$ cat config.mk
export PLATFORM = sky130hd
export DESIGN_NAME = dpll_monitor_control
export DESIGN_NICKNAME = d
export VERILOG_FILES = /design/src/verilog/dpll_ctrl_pkg.sv /design/src/verilog/dpll_monitor_control.sv /design/src/verilog/ref_limit_check.sv
export SDC_FILE = /design/constraint.sdc
export NUM_CORES = 1
export LEC_CHECK = 0
export BUFFER_PORTS_ARGS = -buffer_cell sky130_fd_sc_hd__buf_2
export CELL_PAD_IN_SITES_DETAIL_PLACEMENT = 0
export CELL_PAD_IN_SITES_GLOBAL_PLACEMENT = 1
export CORE_UTILIZATION = 34
export CTS_CLUSTER_SIZE = 28
export DETAILED_ROUTE_END_ITERATION = 10
export PLACE_DENSITY_LB_ADDON = 0.1
export SYNTH_ARGS = -nofsm -noshare
export SYNTH_HDL_FRONTEND = slang
export SYNTH_HIERARCHICAL = 1
export SYNTH_SLANG_ARGS = --single-unit
$ cat constraint.sdc
create_clock -name clk -period 2.7 [get_ports clk]
set_input_delay 0.27 -clock clk [delete_from_list [all_inputs] [get_ports clk]]
set_output_delay 0.27 -clock clk [all_outputs]
set_load 0.005 [all_outputs]
$ cat src/verilog/dpll_ctrl_pkg.sv
package dpll_ctrl_pkg;

  // Host port, reference and field widths
  localparam int          HOST_ADDR_W     = 14;
  localparam int          HOST_DATA_W     = 16;
  localparam int          NUM_REFS        = 4;
  localparam int          REF_SEL_W       = 2;
  localparam int          FREQ_W          = 16;
  localparam int          OFFSET_W        = 20;

  // Register addresses, word addressed on the 16-bit host port
  localparam logic [13:0] PLL_CONTROL_ADDR = 14'h0040;
  localparam logic [13:0] REF_FREQ_ADDR    = 14'h0041;
  localparam logic [13:0] MON_STATUS_ADDR  = 14'h0042;

  // Field positions in the control register
  localparam int          SLEEP_BIT        = 0;
  localparam int          FIXED_SRC_BIT    = 1;
  localparam int          STRICT_BIT       = 5;

  // Reset values
  localparam logic [15:0] PLL_CONTROL_RST  = 16'h0000;
  localparam logic [15:0] REF_FREQ_RST     = 16'h0000;
  localparam logic [15:0] READ_IDLE        = 16'h0000;

  // Monitor limits in thousandths of a ppm (64.713 ppm -> 64713)
  localparam logic [19:0] STRICT_INST_LIM  = 20'h0FCC9;  // 64.713 ppm
  localparam logic [19:0] STRICT_LONG_LIM  = 20'h14237;  // 82.487 ppm over 10 s
  localparam logic [19:0] RELAX_INST_LIM   = 20'h3A980;  // 240 ppm
  localparam logic [19:0] RELAX_LONG_LIM   = 20'h3D090;  // 250 ppm over 10 s

  // Host request carried as one bundle
  typedef struct packed {
    logic                    wr;
    logic                    rd;
    logic [HOST_ADDR_W-1:0]  addr;
    logic [HOST_DATA_W-1:0]  wdata;
  } host_req_t;

  // Offset measurements of one reference, two's complement milli-ppm
  typedef struct packed {
    logic signed [OFFSET_W-1:0] inst_offset;
    logic signed [OFFSET_W-1:0] long_offset;
  } ref_meas_t;

  typedef ref_meas_t [NUM_REFS-1:0]           ref_meas_arr_t;
  typedef logic [NUM_REFS-1:0][FREQ_W-1:0]    det_freq_arr_t;

endpackage : dpll_ctrl_pkg

$ cat src/verilog/dpll_monitor_control.sv
// Summary of operation
// - Bit five high: monitors use 64.713 ppm and 82.487 ppm over ten seconds.
// - Bit five low: monitors use relaxed 240 ppm and 250 ppm over ten seconds.
// - Bit one low: loop frequency value comes from the selected reference's detector.
// - Bit one high: loop uses the software frequency register, detector ignored.
// - Bit zero low: the loop stays in normal operation.
// - Bit zero high: the loop enters power saving and stops operating.
// - Power saving resets no register; all written values are kept.
module dpll_monitor_control
  import dpll_ctrl_pkg::*;
(
  input  wire logic                  clk,                  // System clock, 100 MHz
  input  wire logic                  rst,                  // Async reset, active high
  input  wire host_req_t             host_req,             // Host port request, clk synchronous
  output logic [HOST_DATA_W-1:0]     host_rdata,           // Read data, valid cycle after rd
  input  wire det_freq_arr_t         det_freq,             // Detector frequency per reference
  input  wire logic [REF_SEL_W-1:0]  active_ref,           // Reference the loop tracks
  input  wire ref_meas_arr_t         ref_meas,             // Offset readings per reference
  output logic [FREQ_W-1:0]          ref_frequency_value,  // Frequency value fed to the loop
  output logic                       pll_run,              // High while the loop operates
  output logic                       pll_sleep_mode,       // Mirror of the sleep bit
  output logic                       strict_limit_select,  // Mirror of the limit bit
  output logic                       fixed_freq_source_enable, // Mirror of the source bit
  output logic [NUM_REFS-1:0]        ref_out_of_range      // Monitor verdict per reference
);

  // Control, frequency feed and readback state in one record; verdicts live in the range checkers
  typedef struct packed {
    logic                    strict;
    logic                    fixed_src;
    logic                    sleep;
    logic [FREQ_W-1:0]       ref_freq;
    logic [HOST_DATA_W-1:0]  rdata;
    logic [FREQ_W-1:0]       freq_out;
    logic                    run;
  } ctrl_state_t;

  ctrl_state_t st_ff;
  ctrl_state_t nxt_st;
  logic [NUM_REFS-1:0] oor;
  logic                wr_ctrl;
  logic                wr_freq;

  // Address match, used for both reads and writes
  function automatic logic hit(input logic [HOST_ADDR_W-1:0] a,
                               input logic [HOST_ADDR_W-1:0] target);
    hit = (a == target);
  endfunction : hit

  // Control readback; reserved bits always read zero
  function automatic logic [HOST_DATA_W-1:0] ctrl_word(input ctrl_state_t s);
    logic [HOST_DATA_W-1:0] w;
    w                = PLL_CONTROL_RST;
    w[STRICT_BIT]    = s.strict;
    w[FIXED_SRC_BIT] = s.fixed_src;
    w[SLEEP_BIT]     = s.sleep;
    ctrl_word        = w;
  endfunction : ctrl_word

  // Write strobes for the two writable registers
  assign wr_ctrl = host_req.wr && hit(host_req.addr, PLL_CONTROL_ADDR);
  assign wr_freq = host_req.wr && hit(host_req.addr, REF_FREQ_ADDR);

  // One range checker per reference
  for (genvar i = 0; i < NUM_REFS; i++) begin : g_mon
    ref_limit_check u_chk (
      .clk          (clk),
      .rst          (rst),
      .run          (st_ff.run),
      .strict       (st_ff.strict),
      .meas         (ref_meas[i]),
      .out_of_range (oor[i])
    );
  end

  // Next-state logic: register writes, readback and the loop frequency feed
  always_comb begin
    nxt_st = st_ff;

    // Only defined bits are stored; software keeps the others at zero
    if (wr_ctrl) begin
      nxt_st.strict    = host_req.wdata[STRICT_BIT];
      nxt_st.fixed_src = host_req.wdata[FIXED_SRC_BIT];
      nxt_st.sleep     = host_req.wdata[SLEEP_BIT];
    end

    // Frequency register stays writable while asleep
    if (wr_freq) begin
      nxt_st.ref_freq = host_req.wdata;
    end

    // Sleep only gates operation; no stored field is touched here
    nxt_st.run = !st_ff.sleep;

    // Loop frequency held while sleeping, so wake-up starts from the last value
    if (st_ff.run) begin
      if (st_ff.fixed_src) begin
        nxt_st.freq_out = st_ff.ref_freq;
      end else begin
        nxt_st.freq_out = det_freq[active_ref];
      end
    end

    // Read data registered; unmapped addresses answer zero
    nxt_st.rdata = READ_IDLE;
    if (host_req.rd) begin
      if (hit(host_req.addr, PLL_CONTROL_ADDR)) begin
        nxt_st.rdata = ctrl_word(st_ff);
      end else if (hit(host_req.addr, REF_FREQ_ADDR)) begin
        nxt_st.rdata = st_ff.ref_freq;
      end else if (hit(host_req.addr, MON_STATUS_ADDR)) begin
        nxt_st.rdata = {{(HOST_DATA_W-NUM_REFS){1'b0}}, oor};
      end else begin
        nxt_st.rdata = READ_IDLE;
      end
    end
  end

  // State register; reset clears every field, power saving clears none of the written ones
  always_ff @(posedge clk or posedge rst) begin
    if (rst) begin
      st_ff <= '0;
    end else begin
      st_ff <= nxt_st;
    end
  end

  // Outputs taken straight from flops
  assign host_rdata               = st_ff.rdata;
  assign ref_frequency_value      = st_ff.freq_out;
  assign pll_run                  = st_ff.run;
  assign pll_sleep_mode           = st_ff.sleep;
  assign strict_limit_select      = st_ff.strict;
  assign fixed_freq_source_enable = st_ff.fixed_src;
  assign ref_out_of_range         = oor;

endmodule : dpll_monitor_control

$ cat src/verilog/ref_limit_check.sv
module ref_limit_check
  import dpll_ctrl_pkg::*;
(
  input  wire logic      clk,          // System clock
  input  wire logic      rst,          // Async reset, active high
  input  wire logic      run,          // Low while the loop sleeps
  input  wire logic      strict,       // Strict limit set chosen
  input  wire ref_meas_t meas,         // Offset readings of this reference
  output logic           out_of_range  // Reference exceeds the chosen limits
);

  typedef struct packed {
    logic flag;
  } chk_state_t;

  chk_state_t st_ff;
  chk_state_t nxt_st;
  logic [OFFSET_W-1:0] inst_lim;
  logic [OFFSET_W-1:0] long_lim;

  // Magnitude of a signed offset; both readings need it
  function automatic logic [OFFSET_W-1:0] mag(input logic signed [OFFSET_W-1:0] v);
    mag = v[OFFSET_W-1] ? OFFSET_W'(-v) : OFFSET_W'(v);
  endfunction : mag

  // Limit pair follows the select bit; sleeping freezes the verdict
  always_comb begin
    nxt_st   = st_ff;
    inst_lim = strict ? STRICT_INST_LIM : RELAX_INST_LIM;
    long_lim = strict ? STRICT_LONG_LIM : RELAX_LONG_LIM;
    if (run) begin
      nxt_st.flag = (mag(meas.inst_offset) > inst_lim) || (mag(meas.long_offset) > long_lim);
    end
  end

  always_ff @(posedge clk or posedge rst) begin
    if (rst) begin
      st_ff <= '0;
    end else begin
      st_ff <= nxt_st;
    end
  end

  assign out_of_range = st_ff.flag;

endmodule : ref_limit_check
==> flow_results.xml <==
<?xml version="1.0" encoding="UTF-8"?>
<metrics>
  <group name="floorplanning">
    <metric name="die_w" unit="microns">161</metric>
    <metric name="top_ports" unit="">300</metric>
    <metric name="die-height" unit="microns">161</metric>
    <metric name="dieArea" unit="sq mm">0.0258</metric>
    <metric name="floorplan.initialDensity" unit="">0.349</metric>
    <metric name="rows" unit="">57</metric>
    <metric name="design.core.area" unit="sq mm">0.0245</metric>
  </group>
  <group name="placement">
    <metric name="io_buffers" unit="">299</metric>
    <metric name="place_worst_setup_slack" unit="ns">-0.372</metric>
    <metric name="gpl.final_weighted_congestion" unit="">0.891</metric>
    <metric name="post-dp-hpwl" unit="mm">24.6</metric>
  </group>
  <group name="global_route">
    <metric name="grt_antenna_before_repair" unit="">6</metric>
    <metric name="grt.total_usage" unit="">0.222</metric>
    <metric name="first_pass_grt_wire_length" unit="mm">46.4</metric>
    <metric name="first_global_vias" unit="">9314</metric>
    <metric name="grt.overflow.total" unit="">0</metric>
    <metric name="maximum_number_of_pins_on_one_net_before_global_route_repair" unit="">53</metric>
  </group>
  <group name="critical_path">
    <metric name="critical-path-max-stage-delay" unit="ns">0.53</metric>
    <metric name="start_kind" unit="">primary input</metric>
    <metric name="crit_arrival" unit="ns">2.91</metric>
    <metric name="worst-path-max-fanout" unit="">3</metric>
    <metric name="critical_path.slowest_cell" unit="">sky130_fd_sc_hd__or4_4</metric>
    <metric name="timing.critical_path.cells" unit="">buf_6, or3_4, or4_4, o21ai_2, xnor2_1, ha_1, nand3_2, nor4_4, nand3b_1, o41a_1, o31ai_4, o221ai_2</metric>
    <metric name="worst_setup_path_end_kind" unit="">register</metric>
    <metric name="cp_data_required_time" unit="ns">2.86</metric>
    <metric name="worstSetupPathType" unit="">primary input to register</metric>
  </group>
  <group name="sta">
    <metric name="setup_viol_count_final" unit="">1</metric>
    <metric name="setup_tns" unit="ns">-0.0529</metric>
    <metric name="max_clock_freq" unit="MHz">363</metric>
    <metric name="period_minus_slack" unit="ns">2.75</metric>
    <metric name="fin_worst_hold_slack" unit="ns">0.199</metric>
    <metric name="fin_crit_sh" unit="">1.02</metric>
    <metric name="slew_headroom" unit="">0.354</metric>
    <metric name="clock-skew-final" unit="ns">0.00644</metric>
    <metric name="max_slew_violation_count" unit="">0</metric>
    <metric name="finalHoldViolations" unit="">0</metric>
    <metric name="unrepaired_setup_endpoints_after_global_routing" unit="">yes</metric>
    <metric name="least_margin_pin_slew" unit="ns">0.968</metric>
    <metric name="layout_setup_ws" unit="ns">-0.0529</metric>
  </group>
  <group name="clock_tree">
    <metric name="cts_made_buffers" unit="">5</metric>
    <metric name="clkSinkCount" unit="">56</metric>
    <metric name="max-clock-path-buffers" unit="">2</metric>
    <metric name="tritoncts" unit="">built</metric>
    <metric name="path_clk_slew" unit="ns">0.07</metric>
    <metric name="clock-root-buffer" unit="">sky130_fd_sc_hd__clkbuf_16</metric>
    <metric name="htreeDepth" unit="">2</metric>
    <metric name="insertion_delay" unit="ns">0.30</metric>
  </group>
  <group name="synth">
    <metric name="syn-num-nets" unit="">1329</metric>
    <metric name="synth-async-reset-ratio" unit="">1.00</metric>
    <metric name="synthDominantCellAreaShare" unit="">0.164</metric>
    <metric name="syn-mean-instance-area" unit="sq um">8.65</metric>
    <metric name="synth_area_leaders" unit="">sky130_fd_sc_hd__dfrtp_1, sky130_fd_sc_hd__ha_1, sky130_fd_sc_hd__xnor2_1</metric>
    <metric name="yosysSeqAreaShare" unit="">0.164</metric>
    <metric name="syn-cell-area" unit="sq mm">0.00856</metric>
    <metric name="synth_edf_count" unit="">0</metric>
    <metric name="post-synth-top-area-cell" unit="">sky130_fd_sc_hd__dfrtp_1</metric>
    <metric name="number_of_instances_in_the_synthesized_netlist" unit="">989</metric>
    <metric name="synth_most_common_cell" unit="">sky130_fd_sc_hd__xnor2_1</metric>
    <metric name="synth_warnings" unit="">6</metric>
    <metric name="ys_dominant_reg_cell" unit="">sky130_fd_sc_hd__dfrtp_1</metric>
    <metric name="ys_top_cells_by_count" unit="">sky130_fd_sc_hd__xnor2_1, sky130_fd_sc_hd__ha_1, sky130_fd_sc_hd__nor2_1</metric>
    <metric name="postSynthRegisterBits" unit="">56</metric>
    <metric name="post_synth_num_cell_types" unit="">62</metric>
  </group>
  <group name="routing">
    <metric name="drt-vias-per-instance" unit="">5.25</metric>
    <metric name="drtAntennaViolNets" unit="">0</metric>
    <metric name="route.detailed.drc" unit="">0</metric>
    <metric name="num_vias" unit="">9311</metric>
    <metric name="dr.pass1.iters" unit="">4</metric>
    <metric name="drt-initial-drc-count" unit="">364</metric>
    <metric name="wire_per_inst" unit="microns">16.4</metric>
    <metric name="detail_route.wirelength" unit="mm">29.0</metric>
  </group>
  <group name="power_and_ir_drop">
    <metric name="powerDensity" unit="mW/mm^2">242</metric>
    <metric name="totalPowerFinal" unit="W">0.00295</metric>
    <metric name="leakagePower" unit="nW">5.51</metric>
    <metric name="vdd.ir_drop.worst" unit="uV">276</metric>
  </group>
  <group name="run">
    <metric name="max_cap_viol_count" unit="">0</metric>
  </group>
  <group name="worst_hold_path">
    <metric name="min_path_type" unit="">primary input to register</metric>
  </group>
  <group name="final_layout">
    <metric name="synthToLayoutAreaGrowth" unit="%">42.5</metric>
    <metric name="layout_cells_sized_above_1" unit="">0.464</metric>
    <metric name="final_net_count" unit="">1786</metric>
    <metric name="utilization" unit="">0.497</metric>
  </group>
  <group name="status">
    <metric name="run_status" unit="">finished with violations</metric>
    <metric name="failing_checks" unit="">setup timing</metric>
  </group>
</metrics>
final timing paths:
path | startpoint | slack (ns) | cells past startpoint | endpoint
worst min-delay path | host_req[9] | 0.20 | 2 | st_ff[42]$_DFFE_PP0P_
worst max register to register | strict_limit_select$_DFFE_PP0P_ | 0.09 | 9 | g_mon[3].u_chk/out_of_range$_DFFE_PP0P_
worst min register to register | pll_sleep_mode$_DFFE_PP0P_ | 0.47 | 1 | pll_run$_DFF_PP0_
worst max-delay path | ref_meas[42] | -0.05 | 12 | g_mon[1].u_chk/out_of_range$_DFFE_PP0P_
min in group asynchronous | rst | 0.46 | 3 | g_mon[2].u_chk/out_of_range$_DFFE_PP0P_
max in group asynchronous | rst | 1.44 | 4 | strict_limit_select$_DFFE_PP0P_
critical path: cells and delay by family:
| family | cells | cell delay [ns] |
|---|---|---|
| compound gates | 4 | 0.81 |
| xor+xnor | 1 | 0.09 |
| simple gates | 5 | 1.34 |
| buf+inv | 1 | 0.09 |
| fa+ha+maj | 1 | 0.31 |
power by group:
group	leakage [nW]	switching [W]	internal, W
Sequential	0.722	0.0000182	0.000867
Combinational	4.72	0.000673	0.000708
Clock	0.0708	0.000327	0.000352
cells in the final DEF, fill, tap and decap left out, types with 9 or more instances in the layout:
master	Yosys	final
sky130_fd_sc_hd__nor4_1	20	18
sky130_fd_sc_hd__dfrtp_1	56	54
sky130_fd_sc_hd__o31ai_1	40	28
sky130_fd_sc_hd__o41ai_2	4	9
sky130_fd_sc_hd__or4_1	16	12
sky130_fd_sc_hd__nand2b_1	17	17
sky130_fd_sc_hd__or4_4	8	12
sky130_fd_sc_hd__xnor2_1	88	88
sky130_fd_sc_hd__mux2_4	10	10
sky130_fd_sc_hd__buf_2	5	295
sky130_fd_sc_hd__a21oi_1	42	42
sky130_fd_sc_hd__xor2_1	16	16
sky130_fd_sc_hd__nand4_1	10	10
sky130_fd_sc_hd__inv_1	57	56
sky130_fd_sc_hd__nor3b_1	9	9
sky130_fd_sc_hd__mux2_2	13	13
sky130_fd_sc_hd__or2_2	14	12
sky130_fd_sc_hd__nor3_1	36	36
sky130_fd_sc_hd__nor2_1	58	58
sky130_fd_sc_hd__mux4_2	16	16
sky130_fd_sc_hd__nand2_1	38	38
sky130_fd_sc_hd__or3_1	28	26
sky130_fd_sc_hd__nand3_1	28	25
sky130_fd_sc_hd__o21ai_0	44	40
sky130_fd_sc_hd__mux2i_1	23	21
sky130_fd_sc_hd__o41ai_1	24	18
sky130_fd_sc_hd__ha_1	80	80
sky130_fd_sc_hd__buf_4	34	215
cell families (layout without fill, tap and decap cells):
family	count (synthesis)	count (layout)	share of synthesized area
AO/OA/AOI/OAI	228	228	0.197
flip-flops	56	56	0.164
other	0	3	0
adder cells (fa/ha/maj)	80	80	0.117
multiplexers	62	62	0.104
XOR/XNOR	104	104	0.106
AND/OR/NAND/NOR	337	337	0.242
buffers and inverters	122	580	0.0700
stage by stage:
stage                     area [sq um]  cells
final                            12200   1774
after global routing             12200   1772
after CTS                        12000   1764
after detailed placement         11700   1753
after global placement           11700   1753
after floorplan                   8680    989
what timing repair did:
item                       CTS  global route
setup endpoints to repair    4             4
hold endpoints to repair     4             0
resized for setup           24            22
hold buffers                 1             0
cloned                       0             0
pin swaps                   17            26
buffers inserted             2             7
area by class of cell:
cell class | instances | area (sq um)
fillers | 2551 | 12300
multi-input cells | 811 | 6870
repair buffers | 515 | 3150
flip-flops and latches | 56 | 1400
well taps | 324 | 405
inverters | 57 | 214
clock buffers | 5 | 125
clock inverters | 3 | 25.0
diodes | 3 | 7.51
per-layer routing:
metal  part of all wire  GRT usage  up-vias  wire [microns]
li1                   -          -     4683               -
met1               0.43      0.265     4347           12400
met2               0.50      0.409      240           14500
met3              0.053     0.0377       33            1530
met4              0.019     0.0502        8             555
met5             0.0016          0        -              47
flip-flops by register name, indices dropped and copies added, names as in the netlist:
name                      flops
strict_limit_select           1
ref_frequency_value          16
fixed_freq_source_enable      1
pll_run                       1
host_rdata                   16
g_mon.u_chk/out_of_range      4
st_ff                        16
pll_sleep_mode                1
No activity file was read; power rests on OpenSTA's default activity.
